### src/peak_power_defines.svh
`ifndef PEAK_POWER_DEFINES_SVH
`define PEAK_POWER_DEFINES_SVH

// ==========================================================
// Command code, reset value and field positions
`define CFG2_CMD 8'h31
`define CFG2_RST 16'h02b7
`define B_WIN_HI 15
`define B_WIN_LO 14
`define B_EN_OVERSHOOT 13
`define B_EN_UNDERSHOOT 12
`define B_OVL_FLAG 11
`define B_RLX_FLAG 10
`define B_PER_HI 9
`define B_PER_LO 8
`define B_MERGE 7
`define B_MON_DIR 6
`define B_FET_TRIP 5
`define B_SENSE_TRIP 4
`define B_IN_OC_EN 3
`define B_IN_OC_LVL 2
`define B_DIS_OC_EN 1
`define B_DIS_OC_LVL 0

// ==========================================================
// Overload window and cycle period, in milliseconds
`define WIN_SEL0_MS 6'h01
`define WIN_SEL1_MS 6'h02
`define WIN_SEL2_MS 6'h0a
`define WIN_SEL3_MS 6'h14
`define PER_SEL0_MS 6'h05
`define PER_SEL1_MS 6'h0a
`define PER_SEL2_MS 6'h14
`define PER_SEL3_MS 6'h28

// ==========================================================
// Timing
`define CLK_HZ 10000000
`define MS_TIME_US 1000
`define BLANK_TIME_US 100
`define MS_CYCLES ((`CLK_HZ / 1000000) * `MS_TIME_US)
`define BLANK_CYCLES ((`CLK_HZ / 1000000) * `BLANK_TIME_US)

`endif

### src/peak_power_pkg.sv
// ==========================================================
// Shared types
package peak_power_pkg;

  typedef enum logic [1:0] {
    PK_IDLE = 2'h0,
    PK_OVERLOAD = 2'h1,
    PK_RELAX = 2'h3
  } pk_state_e;

endpackage

### src/pin_sense_if.sv
`timescale 1ns/1ps
`default_nettype none

// ==========================================================
// Cleaned pin levels from the synchroniser
interface pin_sense_if #(
  parameter int W = 5
);
  logic [W-1:0] level;

  modport drv (output level);
  modport use_side (input level);
endinterface

`default_nettype wire

### src/pin_sync.sv
`timescale 1ns/1ps
`default_nettype none

// ==========================================================
// Three-stage synchroniser; change accepted when stages 2 and 3 agree
module pin_sync #(
  parameter int W = 5
) (
  // Clock and reset
  input wire logic mclk_i,
  input wire logic rst_n_i,
  // Raw pins
  input wire logic [W-1:0] pin_i,
  // Clean levels
  pin_sense_if.drv sen
);

  logic [W-1:0] s1_q, s2_q, s3_q, out_q;
  logic [W-1:0] out_d;

  always_comb begin
    out_d = (s2_q & s3_q) | (out_q & (s2_q ^ s3_q));
  end

  always_ff @(posedge mclk_i or negedge rst_n_i) begin
    if (!rst_n_i) begin
      s1_q <= '0;
      s2_q <= '0;
      s3_q <= '0;
      out_q <= '0;
    end else begin
      s1_q <= pin_i;
      s2_q <= s1_q;
      s3_q <= s2_q;
      out_q <= out_d;
    end
  end

  assign sen.level = out_q;

endmodule

`default_nettype wire

### src/ms_tick.sv
`timescale 1ns/1ps
`default_nettype none

// ==========================================================
// Millisecond enable pulse, restartable
module ms_tick #(
  parameter int unsigned COUNT = 10000
) (
  // Clock and reset
  input wire logic mclk_i,
  input wire logic rst_n_i,
  // Control
  input wire logic clr_i,
  output logic tick_o
);

  localparam int unsigned CW = $clog2(COUNT);
  localparam logic [CW-1:0] LAST = CW'(COUNT - 1);

  logic [CW-1:0] cnt_q, cnt_d;
  logic tick_q, tick_d;

  always_comb begin
    cnt_d = CW'(cnt_q + 1'b1);
    tick_d = 1'b0;
    if (clr_i) begin
      cnt_d = '0;
    end else if (cnt_q == LAST) begin
      cnt_d = '0;
      tick_d = 1'b1;
    end
  end

  always_ff @(posedge mclk_i or negedge rst_n_i) begin
    if (!rst_n_i) begin
      cnt_q <= '0;
      tick_q <= 1'b0;
    end else begin
      cnt_q <= cnt_d;
      tick_q <= tick_d;
    end
  end

  assign tick_o = tick_q;

endmodule

`default_nettype wire

### src/peak_power_ocp_config.sv
// Operation
// Option word answers at command 31h; every field is host readable and writable; bits 11-10 read the cycle state and a write does not store them.
// Bits 15-14 pick overload window: 1, 2, 10 or 20 ms.
// Bit 13 lets an input current overshoot start peak power mode.
// Bit 12 lets a system voltage undershoot start peak power mode.
// Both trigger enables clear keeps peak power mode fully off.
// Adapter removal clears both trigger enables.
// Bit 11 shows overload cycle; writing 0 ends it.
// Bit 10 shows relax cycle; writing 0 ends it.
// Bits 9-8 pick cycle period: 5, 10, 20 or 40 ms.
// Overload window longer than period means no relax interval.
// Bit 7 set gives lower of pin and register limit, else register.
// Bit 6 picks monitor direction: discharge at 0, charge at 1.
// Bit 5 picks low-side switch trip: 210 mV or 150 mV.
// Bit 4 picks input sense trip: 280 mV or 150 mV.
// Bit 3 enables input overcurrent shutdown after 100 us blank-out.
// Bit 2 picks input overcurrent level: 125% or 200% of critical.
// Bit 1 enables battery discharge overcurrent shutdown.
// Bit 0 picks discharge overcurrent level: 125% or 200% of limit.
`timescale 1ns/1ps
`default_nettype none
`include "peak_power_defines.svh"

module peak_power_ocp_config #(
  parameter int unsigned MS_CYCLES = `MS_CYCLES,
  parameter int LW = 7
) (
  // Clock and reset
  input wire logic mclk_i,
  input wire logic rst_n_i,
  // Host command port
  input wire logic [7:0] cmd_code_i,
  input wire logic wr_stb_i,
  input wire logic [15:0] wr_data_i,
  output logic [15:0] rd_data_o,
  // Asynchronous sense pins
  input wire logic adapter_present_i,
  input wire logic input_overshoot_i,
  input wire logic sys_undershoot_i,
  input wire logic input_overcurrent_trip_i,
  input wire logic discharge_overcurrent_trip_i,
  // Current limit sources
  input wire logic [LW-1:0] limit_pin_i,
  input wire logic [LW-1:0] input_limit_register_i,
  output logic [LW-1:0] input_limit_o,
  // Analog configuration
  output logic current_monitor_dir_sel_o,
  output logic low_side_fet_trip_sel_o,
  output logic input_sense_trip_sel_o,
  output logic input_overcurrent_level_sel_o,
  output logic discharge_overcurrent_level_sel_o,
  // Status and protection
  output logic overload_cycle_flag_o,
  output logic relax_cycle_flag_o,
  output logic converter_off_o
);

  localparam int unsigned BLANK_CYC = `BLANK_CYCLES;
  localparam int unsigned BW = $clog2(BLANK_CYC + 1);
  localparam logic [BW-1:0] BLANK_END = BW'(BLANK_CYC);

  // ==========================================================
  // Window and period decode
  function automatic logic [5:0] win_ms(input logic [1:0] sel);
    case (sel)
      2'h0: win_ms = `WIN_SEL0_MS;
      2'h1: win_ms = `WIN_SEL1_MS;
      2'h2: win_ms = `WIN_SEL2_MS;
      default: win_ms = `WIN_SEL3_MS;
    endcase
  endfunction

  function automatic logic [5:0] per_ms(input logic [1:0] sel);
    case (sel)
      2'h0: per_ms = `PER_SEL0_MS;
      2'h1: per_ms = `PER_SEL1_MS;
      2'h2: per_ms = `PER_SEL2_MS;
      default: per_ms = `PER_SEL3_MS;
    endcase
  endfunction

  // ==========================================================
  // Pin synchronisers and millisecond timer
  pin_sense_if #(.W(5)) sen ();

  pin_sync #(.W(5)) u_sync (
    .mclk_i(mclk_i),
    .rst_n_i(rst_n_i),
    .pin_i({discharge_overcurrent_trip_i, input_overcurrent_trip_i,
            sys_undershoot_i, input_overshoot_i, adapter_present_i}),
    .sen(sen.drv)
  );

  logic adapter, overshoot, undershoot, in_oc, dis_oc;
  assign {dis_oc, in_oc, undershoot, overshoot, adapter} = sen.level;

  logic tick, tick_clr;

  ms_tick #(.COUNT(MS_CYCLES)) u_tick (
    .mclk_i(mclk_i),
    .rst_n_i(rst_n_i),
    .clr_i(tick_clr),
    .tick_o(tick)
  );

  // ==========================================================
  // State
  logic [15:0] cfg_q, cfg_d;
  peak_power_pkg::pk_state_e state_q, state_d;
  logic [5:0] ms_cnt_q, ms_cnt_d;
  logic adp_q;
  logic ovl_q, ovl_d, rlx_q, rlx_d;
  logic [BW-1:0] in_cnt_q, in_cnt_d;
  logic in_off_q, in_off_d, dis_off_q, dis_off_d;
  logic off_q, off_d;
  logic [15:0] rd_q, rd_d;
  logic [LW-1:0] lim_q, lim_d;

  logic host_wr, adp_fall, any_en, trig;
  logic [5:0] win, per, ms_next;

  assign host_wr = wr_stb_i && (cmd_code_i == `CFG2_CMD);
  assign adp_fall = adp_q && !adapter;
  assign any_en = cfg_q[`B_EN_OVERSHOOT] || cfg_q[`B_EN_UNDERSHOOT];
  assign trig = (cfg_q[`B_EN_OVERSHOOT] && overshoot) ||
                (cfg_q[`B_EN_UNDERSHOOT] && undershoot);
  assign win = win_ms(cfg_q[`B_WIN_HI:`B_WIN_LO]);
  assign per = per_ms(cfg_q[`B_PER_HI:`B_PER_LO]);
  assign ms_next = 6'(ms_cnt_q + 6'h01);
  assign tick_clr = (state_d != state_q);

  // ==========================================================
  // Next-state logic
  always_comb begin
    cfg_d = cfg_q;
    state_d = state_q;
    ms_cnt_d = tick ? ms_next : ms_cnt_q;
    in_cnt_d = '0;
    in_off_d = in_off_q;
    dis_off_d = dis_off_q;
    // Option word store; flag bits always come from the state machine
    if (host_wr) begin
      cfg_d = wr_data_i;
      cfg_d[`B_OVL_FLAG] = 1'b0;
      cfg_d[`B_RLX_FLAG] = 1'b0;
    end
    if (adp_fall) begin
      cfg_d[`B_EN_OVERSHOOT] = 1'b0;
      cfg_d[`B_EN_UNDERSHOOT] = 1'b0;
    end
    // Peak power cycle
    case (state_q)
      peak_power_pkg::PK_IDLE: begin
        if (trig) begin
          state_d = peak_power_pkg::PK_OVERLOAD;
        end
      end
      peak_power_pkg::PK_OVERLOAD: begin
        if (host_wr && !wr_data_i[`B_OVL_FLAG]) begin
          state_d = peak_power_pkg::PK_IDLE;
        end else if (tick && ms_next >= win) begin
          if (per > win) begin
            state_d = peak_power_pkg::PK_RELAX;
          end else begin
            state_d = peak_power_pkg::PK_IDLE;
          end
        end
      end
      peak_power_pkg::PK_RELAX: begin
        if (host_wr && !wr_data_i[`B_RLX_FLAG]) begin
          state_d = peak_power_pkg::PK_IDLE;
        end else if (tick && ms_next >= 6'(per - win)) begin
          state_d = peak_power_pkg::PK_IDLE;
        end
      end
      default: begin
        state_d = peak_power_pkg::PK_IDLE;
      end
    endcase
    if (!any_en) begin
      state_d = peak_power_pkg::PK_IDLE;
    end
    if (state_d != state_q) begin
      ms_cnt_d = '0;
    end
    ovl_d = (state_d == peak_power_pkg::PK_OVERLOAD);
    rlx_d = (state_d == peak_power_pkg::PK_RELAX);
    // Input overcurrent with blank-out
    if (!cfg_q[`B_IN_OC_EN]) begin
      in_off_d = 1'b0;
    end else if (in_oc) begin
      if (in_cnt_q == BLANK_END) begin
        in_off_d = 1'b1;
        in_cnt_d = in_cnt_q;
      end else begin
        in_cnt_d = BW'(in_cnt_q + 1'b1);
      end
    end
    // Discharge overcurrent
    if (!cfg_q[`B_DIS_OC_EN]) begin
      dis_off_d = 1'b0;
    end else if (dis_oc) begin
      dis_off_d = 1'b1;
    end
    off_d = in_off_d || dis_off_d;
    // Current limit source
    lim_d = input_limit_register_i;
    if (cfg_q[`B_MERGE] && (limit_pin_i < input_limit_register_i)) begin
      lim_d = limit_pin_i;
    end
    // Read path
    rd_d = '0;
    if (cmd_code_i == `CFG2_CMD) begin
      rd_d = cfg_q;
      rd_d[`B_OVL_FLAG] = ovl_q;
      rd_d[`B_RLX_FLAG] = rlx_q;
    end
  end

  // ==========================================================
  // Registers
  always_ff @(posedge mclk_i or negedge rst_n_i) begin
    if (!rst_n_i) begin
      cfg_q <= `CFG2_RST;
      state_q <= peak_power_pkg::PK_IDLE;
      ms_cnt_q <= '0;
      adp_q <= 1'b0;
      ovl_q <= 1'b0;
      rlx_q <= 1'b0;
      in_cnt_q <= '0;
      in_off_q <= 1'b0;
      dis_off_q <= 1'b0;
      off_q <= 1'b0;
      rd_q <= '0;
      lim_q <= '0;
    end else begin
      cfg_q <= cfg_d;
      state_q <= state_d;
      ms_cnt_q <= ms_cnt_d;
      adp_q <= adapter;
      ovl_q <= ovl_d;
      rlx_q <= rlx_d;
      in_cnt_q <= in_cnt_d;
      in_off_q <= in_off_d;
      dis_off_q <= dis_off_d;
      off_q <= off_d;
      rd_q <= rd_d;
      lim_q <= lim_d;
    end
  end

  // ==========================================================
  // Outputs
  assign rd_data_o = rd_q;
  assign input_limit_o = lim_q;
  assign current_monitor_dir_sel_o = cfg_q[`B_MON_DIR];
  assign low_side_fet_trip_sel_o = cfg_q[`B_FET_TRIP];
  assign input_sense_trip_sel_o = cfg_q[`B_SENSE_TRIP];
  assign input_overcurrent_level_sel_o = cfg_q[`B_IN_OC_LVL];
  assign discharge_overcurrent_level_sel_o = cfg_q[`B_DIS_OC_LVL];
  assign overload_cycle_flag_o = ovl_q;
  assign relax_cycle_flag_o = rlx_q;
  assign converter_off_o = off_q;
endmodule

`default_nettype wire

### config.mk
export PLATFORM = sky130hd
export DESIGN_NAME = peak_power_ocp_config
export DESIGN_NICKNAME = d
export VERILOG_FILES = /design/src/peak_power_pkg.sv /design/src/pin_sense_if.sv /design/src/pin_sync.sv /design/src/ms_tick.sv /design/src/peak_power_ocp_config.sv
export VERILOG_INCLUDE_DIRS = /design/src
export SDC_FILE = /design/constraint.sdc
export NUM_CORES = 1
export LEC_CHECK = 0
export BUFFER_PORTS_ARGS = -buffer_cell sky130_fd_sc_hd__buf_2
export CAP_MARGIN = 20
export CORE_MARGIN = 10
export CORE_UTILIZATION = 45
export CTS_BUF_LIST = sky130_fd_sc_hd__clkbuf_4 sky130_fd_sc_hd__clkbuf_8 sky130_fd_sc_hd__clkbuf_16
export DETAILED_ROUTE_END_ITERATION = 10
export PLACE_DENSITY = 0.66
export SYNTH_ARGS = -nofsm -noshare
export SYNTH_HDL_FRONTEND = slang
export SYNTH_SLANG_ARGS = --single-unit
### constraint.sdc
create_clock -name mclk_i -period 7.7 [get_ports mclk_i]
set_input_delay 1.54 -clock mclk_i [delete_from_list [all_inputs] [get_ports mclk_i]]
set_output_delay 1.54 -clock mclk_i [all_outputs]
set_load 0.01 [all_outputs]
### Word level (Yosys, flattened, before mapping)

Cells that the tools add are included.

| word-level totals | value |
|---|---|
| logic and storage cells | 92 |
| output and inout port bits | 31 |
| bits in registers | 96 |

| operators by class | value |
|---|---|
| order comparisons | 4 |
| reduce and logical (&&, ||, !) cells | 20 |
| bitwise operators | 4 |
| mux-type cells | 28 |
| add/subtract/negate cells | 4 |
| equal/unequal tests | 13 |

Operators by type and width:

| cell | number |
|---|---|
| $mux W14 | 3 |
| $mux W10 | 3 |
| $pmux W6 S3 | 1 |
| $mux W16 | 1 |
| $mux W2 | 8 |
| $pmux W5 S3 | 1 |
| $add A14 B1 Y14 const B | 1 |
| $eq A14 B14 Y1 const B | 1 |
| $ge A6 B6 Y1 | 2 |
| $mux W6 | 2 |
| $add A10 B1 Y10 const B | 1 |
| $and A5 B5 Y5 | 2 |
| $eq A10 B10 Y1 const B | 1 |
| $logic_and A1 B1 Y1 | 9 |
| $eq A2 B1 Y1 const B | 4 |
| $eq A2 B2 Y1 const B | 4 |
| $eq A8 B6 Y1 const B | 1 |
| $lt A7 B7 Y1 | 1 |
| $mux W1 | 7 |
| $mux W7 | 1 |
| $add A6 B1 Y6 const B | 1 |
| $gt A6 B6 Y1 | 1 |
| $logic_not A2 Y1 | 3 |
| $pmux W2 S3 | 1 |
| other kinds (8) | 13 |

### Depth between registers and ports, before layout

| logic depth | value |
|---|---|
| word-level depth | 11 |
| depth in mapped cells | 16 |
| mapped depth without buffers | 15 |

### Cells and area by module

Synthesis repeated with hierarchy kept, for this count alone.

| unflattened totals | value |
|---|---|
| cell total of the unflattened synthesis | 407 |
| area total of the unflattened synthesis | 4688.2 µm² |

By module, submodules not included:

| module | cells an instance | instances | area each (µm²) | seq. area each (µm²) |
|---|---|---|---|---|
| peak_power_ocp_config | 305 | 1 | 3337.0 | 1535.2 |
| ms_tick | 72 | 1 | 750.7 | 375.4 |
| pin_sync | 30 | 1 | 600.6 | 500.5 |

### Least setup slack after synthesis

Ideal clock, no wire load.

| timing | value |
|---|---|
| path type | reg2reg |
| from | register cfg_q[9] |
| to | register u_tick.cnt_q[10] |
| period minus slack after synthesis | 3050 ps |
| arrival | 2979 ps |
| setup slack | 4650 ps |
| library setup time | 71 ps |
| path buffers | 1 |
| stages on the path, launching flop included | 16 |
| cells stage by stage | dfstp_2 -> or2_2 -> ha_1 -> inv_1 -> fa_1 -> a21o_1 -> a21oi_1 -> xor2_1 -> ha_1 -> and2_1 -> o211ai_1 -> o21ai_0 -> nor2_1 -> o211ai_2 -> buf_6 -> nor2_1 |

| on the way | value |
|---|---|
| cells in the longest elaborated chain, start to end | 11 |
| elaborated cells between the ends (all ways) | 17 |
| classes of those cells | add/sub (1); order compare (2); eq/ne (3); mux (9); reduce/logical (2) |

Ends and longest elaborated chain:

| item | line | RTL |
|---|---|---|
| start: declaration | peak_power_ocp_config.sv:108 | `logic [15:0] cfg_q, cfg_d;` |
| start signal: assignment | peak_power_ocp_config.sv:224 | `` cfg_q <= `CFG2_RST; `` |
| start signal: assignment | peak_power_ocp_config.sv:237 | `cfg_q <= cfg_d;` |
| $eq A2 B2 Y1 (tied with other cells) | peak_power_ocp_config.sv:74 | `case (sel)` |
| $pmux W6 S3 * | peak_power_ocp_config.sv:74 |  |
| $sub A6 B6 Y6 | peak_power_ocp_config.sv:172 | `end else if (tick && ms_next >= 6'(per - win)) begin` |
| $ge A6 B6 Y1 | peak_power_ocp_config.sv:172 |  |
| $logic_and A1 B1 Y1 | peak_power_ocp_config.sv:172 |  |
| $mux W2 | peak_power_ocp_config.sv:172 |  |
| $mux W2 | peak_power_ocp_config.sv:170 | `` if (host_wr && !wr_data_i[`B_RLX_FLAG]) begin `` |
| $pmux W2 S3 * | peak_power_ocp_config.sv:152 | `case (state_q)` |
| $mux W2 * | peak_power_ocp_config.sv:180 | `if (!any_en) begin` |
| $ne A2 B2 Y1 * | peak_power_ocp_config.sv:130 | `assign tick_clr = (state_d != state_q);` |
| $mux W14 * | ms_tick.sv:26 | `if (clr_i) begin` |
| via u_tick.cnt_d[10] | ms_tick.sv:20 | `logic [CW-1:0] cnt_q, cnt_d;` |
| end signal: assignment | ms_tick.sv:39 | `cnt_q <= cnt_d;` |
| end: declaration | ms_tick.sv:20 |  |

The timed path passes the listed nets; every way through them passes the cells marked *.
A chain may end at the register's enable or synchronous reset.

### Worst setup path in the final report

| timing | value |
|---|---|
| from | register cfg_q[14] |
| to | register u_tick.cnt_q[4] |

| on the way | value |
|---|---|
| cells in the longest elaborated chain, start to end | 11 |
| elaborated cells between the ends (all ways) | 19 |
| classes of those cells | add/sub (1); order compare (3); eq/ne (3); mux (9); reduce/logical (3) |

Ends and longest elaborated chain:

| item | line | RTL |
|---|---|---|
| $eq A2 B2 Y1 (tied with other cells) | peak_power_ocp_config.sv:65 | `case (sel)` |
| $pmux W5 S3 * | peak_power_ocp_config.sv:65 |  |
| $sub A6 B6 Y6 | peak_power_ocp_config.sv:172 |  |
| $ge A6 B6 Y1 | peak_power_ocp_config.sv:172 |  |
| $logic_and A1 B1 Y1 | peak_power_ocp_config.sv:172 |  |
| $mux W2 | peak_power_ocp_config.sv:172 |  |
| $mux W2 | peak_power_ocp_config.sv:170 |  |
| $pmux W2 S3 * | peak_power_ocp_config.sv:152 |  |
| $mux W2 * | peak_power_ocp_config.sv:180 |  |
| $ne A2 B2 Y1 * | peak_power_ocp_config.sv:130 |  |
| $mux W14 * | ms_tick.sv:26 |  |
| via u_tick.cnt_d[4] | ms_tick.sv:20 |  |

Marked as above.

==> results by group <==
Finish
  • Most frequent cells in the layout: dfrtp_1 (89), buf_2 (75), nor2_1 (41)
  • Layout Cells excl Fill: 598
  • Commonest non-fill, non-tap cell in the layout: dfrtp_1
  • Area growth, synth to finish: 15.10%
  • Share of post-route cells with drive strength above 1: 0.2882
  • Nets: 541
  • Core Util, Final: 0.5317
  • Total inserted antenna cells: 0
  • Fill count: 906

Clock tree
  • # resized after CTS: 0
  • H-tree depth: 3
  • Clock buffer depth: 2
  • Root Driver: clkbuf_8
  • Clk_lat worst skew: 0.37 ns
  • Clk sinks: 96
  • Clock transition at path regs: 0.09 ns
  • Hold Buf Count CTS: 0
  • Post-CTS Setup Bufs: 0
  • Num CTS Buffers: 9
  • CTS tree: yes

Synth
  • Distinct cells, synth: 51
  • Synth Net Count: 461
  • Mapped cell area: 0.004516 mm²
  • Synth top area share: 0.4932
  • Post-synth EDFFs: 0
  • Largest area contributor in the netlist: dfrtp_1
  • Top FF cell, synth: dfrtp_1
  • Yosys warning count: 0
  • Yosys reg bits: 96
  • Syn_area_per_cell: 11.88 µm²
  • Register area share after synthesis: 0.5339
  • Ranking of synthesized cells by area: dfrtp_1 (49%), ha_1 (9.4%), mux2_2 (4.7%), dfstp_2 (4.1%), nor2_1 (3.4%)
  • Syn Inst Count: 380
  • Post-synth ARST share: 1.000

STA
  • Worst Skew: 0.01386 ns
  • Peak Freq: 270.8 MHz
  • Final Hold Fails: 0
  • Final setup fails: 0
  • Final period utilization: 0.4797
  • Tmin final: 3.693 ns
  • Relative slew slack: 0.4488
  • RSZ-0062 raised after global routing: false
  • Fin. max-slew vios: 0
  • Setup TNS: 0 ns
  • Pin slew with the least headroom to its limit: 0.8233 ns
  • Setup ws final: 4.007 ns

Pwr
  • Pwr/cell area: 187.1 mW/mm²
  • Max VDD drop: 0.00009256 V
  • LEAKAGE: 2.696 nW

Worst setup path
  • Delay-heaviest family, CP: compound AO/OA/AOI/OAI gates
  • Crit Path Category: reg -> reg
  • Worst EP required: 7.94 ns
  • R2R Setup Slk: 4.01 ns
  • Crit path DAT: 3.93 ns
  • Max stage delay on crit path: 0.53 ns
  • CP bufs+invs: 2
  • Worst-path cell chain: inv_1 -> ha_1 -> inv_1 -> ha_1 -> a21o_1 -> a21o_1 -> a21o_1 -> a21oi_1 -> xor2_1 -> ha_1 -> nand4_1 -> o21ai_0 -> nor2_1 -> o211ai_2 -> nor2_1
  • Startpoint Class: register
  • CP Max Fanout: 13
  • CP endpoint kind: register
  • Slowest CP cell: o211ai_2

Detailed routing
  • Iteration-0 DRC count of the detailed router: 126
  • Total number of vias: 2928
  • Post-DR wirelength/cell: 14.88 µm
  • # DRC: 0
  • Vias per std cell: 4.896
  • Drt first pass iters: 4
  • Final WL: 8901 µm
  • Post-DRT Antenna Nets: 0

Placed design
  • Placement Setup Slack: 3.762 ns
  • Cells after DPL: 582
  • GPL Wtd Cong: 0.7840
  • Hpwl dp: 6867 µm
  • PortBufs: 76

Global route
  • First-pass GRT wire length: 15200 µm
  • GRT overflow: 0
  • Vias in the first global route: 3077
  • Largest net degree at the start of global routing: 51
  • Initial antenna violation count: 0
  • Total GRT Usage: 0.1308

Floorplan
  • I/O Pins: 77
  • Die width: 120.2 µm
  • Initial cell density of the core: 0.4620
  • Die area: 0.01444 mm²
  • Overall die height: 120.2 µm
  • Rows: 36
  • Core area: 0.009774 mm²

Hold path
  • Min-Delay Path Class: reg -> reg

Flow run
  • MaxCap Viol Count: 0

Outcome
  • Outcome: finished clean
==> per-stage QoR <==
step / area [µm²] / power, mW / hold WS, ns
3_3_place_gp: 5017 / 0.6781 / 0.3338
5_1_grt: 5197 / 1.029 / 0.3682
4_1_cts: 5197 / 0.9869 / 0.3605
3_5_place_dp: 5017 / 0.6839 / 0.3363
6_report: 5197 / 0.9724 / 0.3504
2_1_floorplan: 4516 / 0.6366 / 0.3312
==> worst paths after layout <==
path | depth (start not counted) | from | to
max in group asynchronous | 2 | rst_n_i | ms_cnt_q[0]
min | 0 | u_sync.s1_q[1] | u_sync.s2_q[1]
min in group asynchronous | 1 | rst_n_i | in_cnt_q[8]
min reg2reg | 0 | u_sync.s1_q[1] | u_sync.s2_q[1]
max | 15 | cfg_q[14] | u_tick.cnt_q[4]
max reg2reg | 15 | cfg_q[14] | u_tick.cnt_q[4]
==> Yosys cell counts (3+ instances only) <==
| master | count |
|---|---|
| dfrtp_1 | 89 |
| nor2_1 | 41 |
| ha_1 | 34 |
| inv_1 | 22 |
| and3_1 | 20 |
| mux2_2 | 19 |
| xor2_1 | 17 |
| xnor2_1 | 16 |
| a21o_1 | 13 |
| nand2_1 | 13 |
| nand3_1 | 12 |
| nand4_1 | 8 |
| dfstp_2 | 7 |
| o21ai_0 | 6 |
| nor3_1 | 5 |
| a21oi_1 | 3 |
| buf_6 | 3 |
| clkbuf_1 | 3 |
| mux2i_1 | 3 |
| nand2b_1 | 3 |
| o21a_1 | 3 |
==> layer usage <==
metal	routed length, µm	vias to the layer above	global-route usage
met3	536	11	0.04514
met1	4205	1376	0.1630
met5	0	-	0
met2	4005	66	0.2036
li1	-	1475	-
met4	154	0	0.05430
==> report_power, final <==
group / switching (mW) / leakage [nW] / internal [mW]
combinational: 0.0571 / 1.36 / 0.0538
sequential: 0.0253 / 1.24 / 0.536
clock: 0.166 / 0.0976 / 0.134
==> kinds of logic (layout without fill, tap and decap cells) <==
kind of cell,count (synthesis),after routing,share of synthesized area
multiplexers,22,22,0.05403
adder cells (fa/ha/maj),35,35,0.09864
XOR/XNOR,33,33,0.06401
flip-flops,96,96,0.5339
buffers and inverters,30,115,0.03048
AO/OA/AOI/OAI,43,43,0.07204
AND/OR/NAND/NOR,121,121,0.1469
==> sequential cells by signal, summed over array words and instances, names as in the netlist <==
register	flops
rd_data_o	16
cfg_q	14
u_tick.cnt_q	14
in_cnt_q	10
input_limit_o	7
ms_cnt_q	6
u_sync.s1_q	5
u_sync.s2_q	5
u_sync.s3_q	5
u_sync.sen.level	5
state_q	2
adp_q	1
converter_off_o	1
dis_off_q	1
in_off_q	1
overload_cycle_flag_o	1
relax_cycle_flag_o	1
u_tick.tick_o	1
==> cell type report <==
class                           count  area, µm²  area share
Inverter                           22      82.58     0.01589
Timing Repair Buffer               77      390.4     0.07511
Multi-Input combinational cell    254       1967      0.3784
Clock buffer                       12      152.6     0.02937
Sequential cell                    96       2411      0.4639
Tap cell                          133      166.4     0.03202
Clock inverter                      4      27.53    0.005296
Note: power is estimated with default switching activity, not from simulation.
